==> config.mk <==
export PLATFORM = sky130hd
export DESIGN_NAME = plw_watchdog
export DESIGN_NICKNAME = d
export VERILOG_FILES = /design/src/include/plw_pkg.sv /design/src/plw_watchdog.sv
export SDC_FILE = /design/constraint.sdc
export NUM_CORES = 1
export LEC_CHECK = 0
export ABC_AREA = 1
export ABC_CLOCK_PERIOD_IN_PS = 4350
export BUFFER_PORTS_ARGS = -buffer_cell sky130_fd_sc_hd__buf_2
export CORE_AREA = 2 2 78 95
export CTS_BUF_LIST = sky130_fd_sc_hd__clkbuf_8 sky130_fd_sc_hd__clkbuf_16
export CTS_CLUSTER_SIZE = 14
export DETAILED_ROUTE_END_ITERATION = 16
export DIE_AREA = 0 0 80 97
export MAX_ROUTING_LAYER = met4
export PLACE_DENSITY = 0.74
export SYNTH_ARGS = -nofsm -noshare
export SYNTH_HDL_FRONTEND = slang
export SYNTH_SLANG_ARGS = --single-unit
==> constraint.sdc <==
create_clock -name REF_CLK -period 4.35 [get_ports REF_CLK]
set_clock_uncertainty 0.15 [all_clocks]
set_input_delay 0.435 -clock REF_CLK [delete_from_list [all_inputs] [get_ports REF_CLK]]
set_output_delay 0.435 -clock REF_CLK [all_outputs]
set_load 0.005 [all_outputs]
==> src/include/plw_pkg.sv <==
package plw_pkg;

    // ------------------------------------------------------------
    // Register map
    // ------------------------------------------------------------
    localparam logic [15:0] ADDR_CONFIG     = 16'hFF98;
    localparam logic [15:0] ADDR_SERVICE    = 16'hFF99;
    localparam logic [15:0] ADDR_CAUSE      = 16'hFFA0;
    localparam logic [15:0] ADDR_IRQ_STATUS = 16'hFFA1;
    localparam logic [15:0] ADDR_IRQ_MASK   = 16'hFFA2;

    // ------------------------------------------------------------
    // Field positions and values
    // ------------------------------------------------------------
    localparam int          CFG_STOP_BIT     = 4;
    localparam int          CFG_CLK_BIT      = 3;
    localparam logic [2:0]  CFG_TOP_FIXED    = 3'h3;
    localparam logic [7:0]  CONFIG_RESET     = 8'h67;
    localparam logic [2:0]  INTERVAL_LONGEST = 3'h7;
    localparam logic [7:0]  SERVICE_KEY      = 8'hAC;
    localparam logic [7:0]  SERVICE_READ     = 8'h9A;
    localparam int          CAUSE_WDT_BIT    = 4;
    localparam int          EVT_EXPIRE_BIT   = 0;
    localparam int          EVT_BADKEY_BIT   = 1;
    localparam int          EVT_REWRITE_BIT  = 2;
    localparam int          EVT_WIDTH        = 3;

    // ------------------------------------------------------------
    // Interval counts, as powers of two of the selected clock
    // ------------------------------------------------------------
    localparam logic [4:0]  OSC_BASE_EXP     = 5'h0B;
    localparam logic [4:0]  HS_BASE_EXP      = 5'h0D;
    localparam int          COUNT_WIDTH      = 20;

    // ------------------------------------------------------------
    // Carriers
    // ------------------------------------------------------------
    typedef struct packed {
        logic [15:0] addr;
        logic [7:0]  wdata;
        logic        wr;
        logic        rd;
    } plw_bus_s;

    typedef struct packed {
        logic halt;
        logic stop;
        logic hs_stopped;
        logic osc_stabilizing;
        logic cpu_on_hs;
        logic osc_sw_stopped;
    } plw_standby_s;

    typedef enum logic {
        PLW_SRC_OSC,
        PLW_SRC_HS
    } plw_src_e;

endpackage

==> src/plw_watchdog.sv <==
// The implementer's own choices: the address map and the strobed register port.
`timescale 1ns/10ps
// How it works
// Unserviced interval expiry raises internal reset
// Watchdog reset sets cause flag bit 4
// Oscillator intervals 2^11 to 2^18 cycles
// High-speed intervals 2^13 to 2^20 cycles
// Locked option: oscillator only, never stops
// Stoppable option: software picks clock or stop
// Counts from release at longest oscillator interval
// Interval and clock accepted only once
// Stoppable mode pauses while clock gated
// High-speed source gated when stopped or standby
// Oscillator source gated in standby or stopped
// Locked oscillator runs except during reset
// Writing ACH clears counter and restarts
// Other service values reset, deferred if gated
// Second config write raises internal reset
// Select 00 oscillator, 01 high-speed, 1x stop
// Binary counter, setting picks expiry power
module plw_watchdog (
    input  wire logic                  REF_CLK,
    input  wire logic                  RESET,
    input  wire plw_pkg::plw_bus_s     BUS_REQ,
    input  wire plw_pkg::plw_standby_s STANDBY,
    input  wire logic                  OSC_TICK,
    input  wire logic                  HS_TICK,
    input  wire logic                  OSC_LOCKED_STRAP,
    output logic [7:0]                 RD_DATA,
    output logic                       INT_RESET,
    output logic                       IRQ,
    output logic                       OSC_RUN
);
    import plw_pkg::*;

    // ------------------------------------------------------------
    // Functions
    // ------------------------------------------------------------
    function automatic logic [COUNT_WIDTH-1:0] limit_of(input plw_src_e src,
                                                        input logic [2:0] sel);
        logic [4:0]  e;
        logic [20:0] full;
        e    = (src == PLW_SRC_HS) ? HS_BASE_EXP + {2'h0, sel}
                                   : OSC_BASE_EXP + {2'h0, sel};
        full = (21'h00_0001 << e) - 21'h00_0001;
        return full[COUNT_WIDTH-1:0];
    endfunction

    function automatic logic hit(input plw_bus_s b, input logic [15:0] a);
        return b.addr == a;
    endfunction

    // ------------------------------------------------------------
    // State
    // ------------------------------------------------------------
    logic                   locked_reg;
    logic                   strap_taken_reg;
    plw_src_e               src_reg;
    logic                   stopped_reg;
    logic [2:0]             sel_reg;
    logic                   written_reg;
    logic [COUNT_WIDTH-1:0] count_reg;
    logic                   pend_reg;
    logic                   int_reset_reg;
    logic                   cause_reg;
    logic [EVT_WIDTH-1:0]   stat_reg;
    logic [EVT_WIDTH-1:0]   mask_reg;
    logic [7:0]             rd_data_reg;
    logic                   irq_reg;

    logic                   cfg_wr;
    logic                   svc_wr;
    logic                   svc_ok;
    logic                   gate_open;
    logic                   tick;
    logic                   expire;
    logic                   fault;
    logic                   fire;
    logic [EVT_WIDTH-1:0]   events;
    logic [EVT_WIDTH-1:0]   stat_next;
    logic                   cause_next;
    logic [7:0]             rd_next;

    assign cfg_wr = BUS_REQ.wr && hit(BUS_REQ, ADDR_CONFIG);
    assign svc_wr = BUS_REQ.wr && hit(BUS_REQ, ADDR_SERVICE);
    assign svc_ok = svc_wr && (BUS_REQ.wdata == SERVICE_KEY);

    // ------------------------------------------------------------
    // Clock gating of the selected source
    // ------------------------------------------------------------
    always_comb begin
        if (locked_reg) begin
            gate_open = 1'b1;
        end else if (src_reg == PLW_SRC_HS) begin
            gate_open = !STANDBY.hs_stopped && !STANDBY.halt && !STANDBY.stop
                        && !STANDBY.osc_stabilizing;
        end else begin
            gate_open = !STANDBY.halt && !STANDBY.stop
                        && !(STANDBY.cpu_on_hs && STANDBY.osc_sw_stopped);
        end
    end

    assign tick   = gate_open && !stopped_reg
                    && ((src_reg == PLW_SRC_HS) ? HS_TICK : OSC_TICK);
    assign expire = tick && (count_reg == limit_of(src_reg, sel_reg));
    assign fault  = (svc_wr && !svc_ok) || (cfg_wr && written_reg);
    assign fire   = !int_reset_reg
                    && (expire || (gate_open && (fault || pend_reg)));

    // ------------------------------------------------------------
    // Boot option capture
    // ------------------------------------------------------------
    always_ff @(posedge REF_CLK or posedge RESET) begin
        if (RESET) begin
            locked_reg      <= 1'b1;
            strap_taken_reg <= 1'b0;
        end else if (!strap_taken_reg) begin
            locked_reg      <= OSC_LOCKED_STRAP;
            strap_taken_reg <= 1'b1;
        end
    end

    // ------------------------------------------------------------
    // Configuration, write once
    // ------------------------------------------------------------
    always_ff @(posedge REF_CLK or posedge RESET) begin
        if (RESET) begin
            src_reg     <= PLW_SRC_OSC;
            stopped_reg <= 1'b0;
            sel_reg     <= INTERVAL_LONGEST;
            written_reg <= 1'b0;
        end else if (int_reset_reg) begin
            src_reg     <= PLW_SRC_OSC;
            stopped_reg <= 1'b0;
            sel_reg     <= INTERVAL_LONGEST;
            written_reg <= 1'b0;
        end else if (cfg_wr && !written_reg) begin
            written_reg <= 1'b1;
            sel_reg     <= BUS_REQ.wdata[2:0];
            if (!locked_reg) begin
                stopped_reg <= BUS_REQ.wdata[CFG_STOP_BIT];
                src_reg     <= BUS_REQ.wdata[CFG_CLK_BIT] ? PLW_SRC_HS
                                                          : PLW_SRC_OSC;
            end
        end
    end

    // ------------------------------------------------------------
    // Interval counter
    // ------------------------------------------------------------
    always_ff @(posedge REF_CLK or posedge RESET) begin
        if (RESET) begin
            count_reg <= '0;
        end else if (int_reset_reg || svc_ok || expire) begin
            count_reg <= '0;
        end else if (tick) begin
            count_reg <= count_reg + 1'b1;
        end
    end

    // ------------------------------------------------------------
    // Internal reset and deferred faults
    // ------------------------------------------------------------
    always_ff @(posedge REF_CLK or posedge RESET) begin
        if (RESET) begin
            pend_reg      <= 1'b0;
            int_reset_reg <= 1'b0;
        end else begin
            int_reset_reg <= fire;
            if (fire || int_reset_reg) begin
                pend_reg <= 1'b0;
            end else if (fault && !gate_open) begin
                pend_reg <= 1'b1;
            end
        end
    end

    // ------------------------------------------------------------
    // Reset cause flag, write one to clear, set wins
    // ------------------------------------------------------------
    always_comb begin
        cause_next = cause_reg;
        if (BUS_REQ.wr && hit(BUS_REQ, ADDR_CAUSE) && BUS_REQ.wdata[CAUSE_WDT_BIT]) begin
            cause_next = 1'b0;
        end
        if (fire) begin
            cause_next = 1'b1;
        end
    end

    always_ff @(posedge REF_CLK or posedge RESET) begin
        if (RESET) begin
            cause_reg <= 1'b0;
        end else begin
            cause_reg <= cause_next;
        end
    end

    // ------------------------------------------------------------
    // Interrupt status and mask
    // ------------------------------------------------------------
    always_comb begin
        events                  = '0;
        events[EVT_EXPIRE_BIT]  = expire && !int_reset_reg;
        events[EVT_BADKEY_BIT]  = svc_wr && !svc_ok && !int_reset_reg;
        events[EVT_REWRITE_BIT] = cfg_wr && written_reg && !int_reset_reg;
        stat_next               = stat_reg;
        if (BUS_REQ.wr && hit(BUS_REQ, ADDR_IRQ_STATUS)) begin
            stat_next = stat_reg & ~BUS_REQ.wdata[EVT_WIDTH-1:0];
        end
        stat_next = stat_next | events;
    end

    always_ff @(posedge REF_CLK or posedge RESET) begin
        if (RESET) begin
            stat_reg <= '0;
            mask_reg <= '0;
            irq_reg  <= 1'b0;
        end else begin
            stat_reg <= stat_next;
            irq_reg  <= |(stat_next & mask_reg);
            if (BUS_REQ.wr && hit(BUS_REQ, ADDR_IRQ_MASK)) begin
                mask_reg <= BUS_REQ.wdata[EVT_WIDTH-1:0];
            end
        end
    end

    // ------------------------------------------------------------
    // Read port
    // ------------------------------------------------------------
    always_comb begin
        rd_next = 8'h00;
        if (BUS_REQ.rd) begin
            unique case (BUS_REQ.addr)
                ADDR_CONFIG: begin
                    rd_next = {CFG_TOP_FIXED, stopped_reg, src_reg == PLW_SRC_HS, sel_reg};
                end
                ADDR_SERVICE: begin
                    rd_next = SERVICE_READ;
                end
                ADDR_CAUSE: begin
                    rd_next[CAUSE_WDT_BIT] = cause_reg;
                end
                ADDR_IRQ_STATUS: begin
                    rd_next[EVT_WIDTH-1:0] = stat_reg;
                end
                ADDR_IRQ_MASK: begin
                    rd_next[EVT_WIDTH-1:0] = mask_reg;
                end
                default: begin
                    rd_next = 8'h00;
                end
            endcase
        end
    end

    always_ff @(posedge REF_CLK or posedge RESET) begin
        if (RESET) begin
            rd_data_reg <= 8'h00;
        end else begin
            rd_data_reg <= rd_next;
        end
    end

    assign RD_DATA   = rd_data_reg;
    assign INT_RESET = int_reset_reg;
    assign IRQ       = irq_reg;
    assign OSC_RUN   = strap_taken_reg;
endmodule

==> results by group <==
CTS
  • CTS clk-pin slew, worst paths: 0.10 ns
  • Cts bufs inserted: 5
  • CTS Root Buffer Type: clkbuf_8
  • Deepest clock path buffer count: 2
  • CTS tree: done
  • H-tree depth: 2
  • Clk_lat worst skew: 0.31 ns
  • Post-CTS Setup Inserts: 0
  • Clk sinks: 45

Critical path
  • Worst R2R Path Depth: 22
  • Worst setup EP type: flop
  • Critical Path RT: 4.39 ns
  • CP max FO: 20
  • Crit path DAT: 4.09 ns
  • Critical Setup Path Class: reg2reg
  • Kind of start point of the critical path: flop

Power and ir drop
  • Switching power: 0.369 mW
  • VDD IR max: 0.160 mV
  • Net Sw Frac: 0.354
  • Gate power share: 0.258
  • Lkg Pwr: 2.03 nW
  • PwrDens: 256 nW/µm²
  • Clock power frac: 0.269
  • Reg power frac: 0.473
  • Internal Power: 0.673 mW

Detailed routing
  • DRT iter0 DRCs: 128
  • DR WL/cell: 14.2 µm
  • Wirelength, routed: 9220 µm
  • DR pass1 iterations: 4
  • Antenna Nets Post-Route: 0
  • Post-route DRC: 0
  • Via count: 3484
  • DR vias/cell: 5.38

Place
  • Area post-placement: 3960 µm²
  • Number of port buffers: 47
  • Dpl ws: 0.145 ns
  • Placer Congestion: 0.990
  • Placed Cells incl. Taps: 640
  • Post-DP HPWL: 7590 µm

Die
  • Die width: 80 µm
  • Die H: 97 µm
  • Die area: 7760 µm²
  • Boundary Pins: 48
  • Starting Density: 0.537
  • Std-Cell Rows: 33
  • Core Box Area: 6770 µm²

STA
  • Final hold violation count: 0
  • Tmin final: 4.05 ns
  • Worst slew pin tran: 0.744 ns
  • Slew headroom: 0.500
  • Max Slew Vio Count: 0
  • Setup violators final: 0
  • Worst Slack Setup Final: 0.303 ns
  • Fmax: 247 MHz
  • Tcrit/Tclk final: 0.930

Logic synthesis
  • Distinct cell type count after synthesis: 45
  • Syn nets: 551
  • Synth area leader: dfrtp_1
  • EDFF count, synth: 0
  • Number of synthesized register bits: 45
  • Synthesis Warnings: 0
  • Synth Flop Type: dfrtp_1
  • Cell count after synthesis: 509
  • Register area share after synthesis: 0.311
  • Synth area leaders: dfrtp_1 28%, nand2_1 10%, nand3_1 6.7%
  • Area of the mapped netlist: 3630 µm²
  • FFs w/ async S/R, synth: 1.00
  • Mapped Avg Cell Area: 7.14 µm²
  • Share of the synthesized area in the top cell type: 0.282

Global routing
  • Wire length of the first global-routing pass: 15400 µm
  • Grt ovf: 0
  • Number of global-route vias before repair: 3413
  • Pin count of the biggest net entering global routing: 46
  • Initial antenna violation count: 0
  • Overall global routing resource usage: 0.256

Finish
  • Layout cell share with drive strength beyond 1: 0.275
  • Final nets: 602
  • Fin area: 4070 µm²
  • End-of-flow core utilization: 0.601
  • Largest register FFs: 20
  • Area growth, synth to finish: 12.1%
  • Antenna Cells: 0
  • Cell Count, Final, Fillers Out: 648

Hold path
  • Worst hold-check path type: in2async

Flow run
  • MaxCap Viol Count: 0

Outcome
  • Status: completed
## power by group through the flow
stage,clock network (mW),registers (mW),logic [mW]
6_report,0.280,0.492,0.269
5_1_grt,0.301,0.498,0.302
4_1_cts,0.284,0.492,0.269
3_5_place_dp,0,0.501,0.268
3_3_place_gp,0,0.500,0.258
2_1_floorplan,0,0.485,0.205
## synthesized netlist by cell type (all sizes together) (2+ instances only)
cell type  number
o211ai          2
o21ai          29
nand3          58
nor2           80
inv            75
clkinv          2
nor3           16
nand4          17
nand2         120
nand3b          4
ha              4
dfrtp          41
or2             2
o31ai           2
buf             8
xnor2           4
xor2           19
dfstp           4
a21oi           8
nor4            4
## kinds of logic (layout without fill, tap and decap cells)
group	after synthesis	count (layout)	share of synthesized area
xor gates and xnor gates	23	23	0.0554
buffers and inverters	85	137	0.0981
adders and majority gates	5	5	0.0193
and+or+nand+nor	301	301	0.436
other	1	1	0.00103
DFF	45	45	0.311
AOI/OAI and AO/OA	49	49	0.0792
## worst paths after layout
kind | slack, ns | endpoint | start
max in group asynchronous | 3.53 | src_reg | RESET
min in group REF_CLK | 0.22 | locked_reg | OSC_LOCKED_STRAP
hold / removal | 0.1 | RD_DATA[2] | RESET
setup reg to reg | 0.30 | count_reg[17] | sel_reg[1]
setup / recovery | 0.30 | count_reg[17] | sel_reg[1]
hold reg to reg | 0.30 | locked_reg | OSC_RUN
## per-stage QoR
step	hold WS (ns)	setup TNS (ns)	total power [mW]
2_1_floorplan	0.283	0	0.690
3_3_place_gp	0.293	0	0.757
3_5_place_dp	0.293	0	0.769
4_1_cts	0.119	0	1.04
5_1_grt	0.156	-0.00356	1.10
6_report	0.0989	0	1.04
## metal layers
metal  track usage  wire, µm  vias up
li1              -         -     1748
met5             -         0        -
met3        0.0354       295       37
met1         0.269      3590     1605
met4         0.142       506        0
met2         0.449      4830       94
## area by class of cell
type                       count  area (µm²)
clock buffer                   5        68.8
inverter                      77         292
sequential                    45        1130
multi-input combinational    379        2160
clock inverter                 3        25.0
tap                           87         109
fill                         660        2700
timing repair buffer          52         285
## cells in the final DEF, fill, tap and decap left out, types with 18 or more instances in the layout
| cell type | Yosys | layout |
|---|---|---|
| buf_2 | 3 | 47 |
| nor2_1 | 45 | 44 |
| nor2_2 | 27 | 27 |
| xor2_1 | 19 | 19 |
| nand2_2 | 17 | 18 |
| nand3_1 | 49 | 49 |
| nand2_1 | 101 | 100 |
| dfrtp_1 | 41 | 40 |
| o21ai_0 | 27 | 27 |
| inv_1 | 64 | 63 |
## repair_timing
item                                    CTS  global route
endpoints found under the setup margin    0            22
gates resized for setup                   0             7
hold buffers                              0             0
## critical path, stage by stage (launching register included)
cell and delay (ns):
dfstp_2 0.56, ha_2 0.33, nand2_2 0.11, inv_1 0.10, or2_2 0.29, fa_1 0.49, inv_2 0.09, buf_4 0.19
nand3_1 0.12, nor2_2 0.17, nand2_2 0.11, nand2_1 0.10, inv_1 0.05, nand2_2 0.11, nor2_2 0.05, nand2_1 0.08
xor2_1 0.15, nand2_1 0.08, nor2_2 0.15, nand3_2 0.11, nand2_2 0.09, buf_12 0.19, nor3_2 0.05
(Power assumes the default switching activity.)
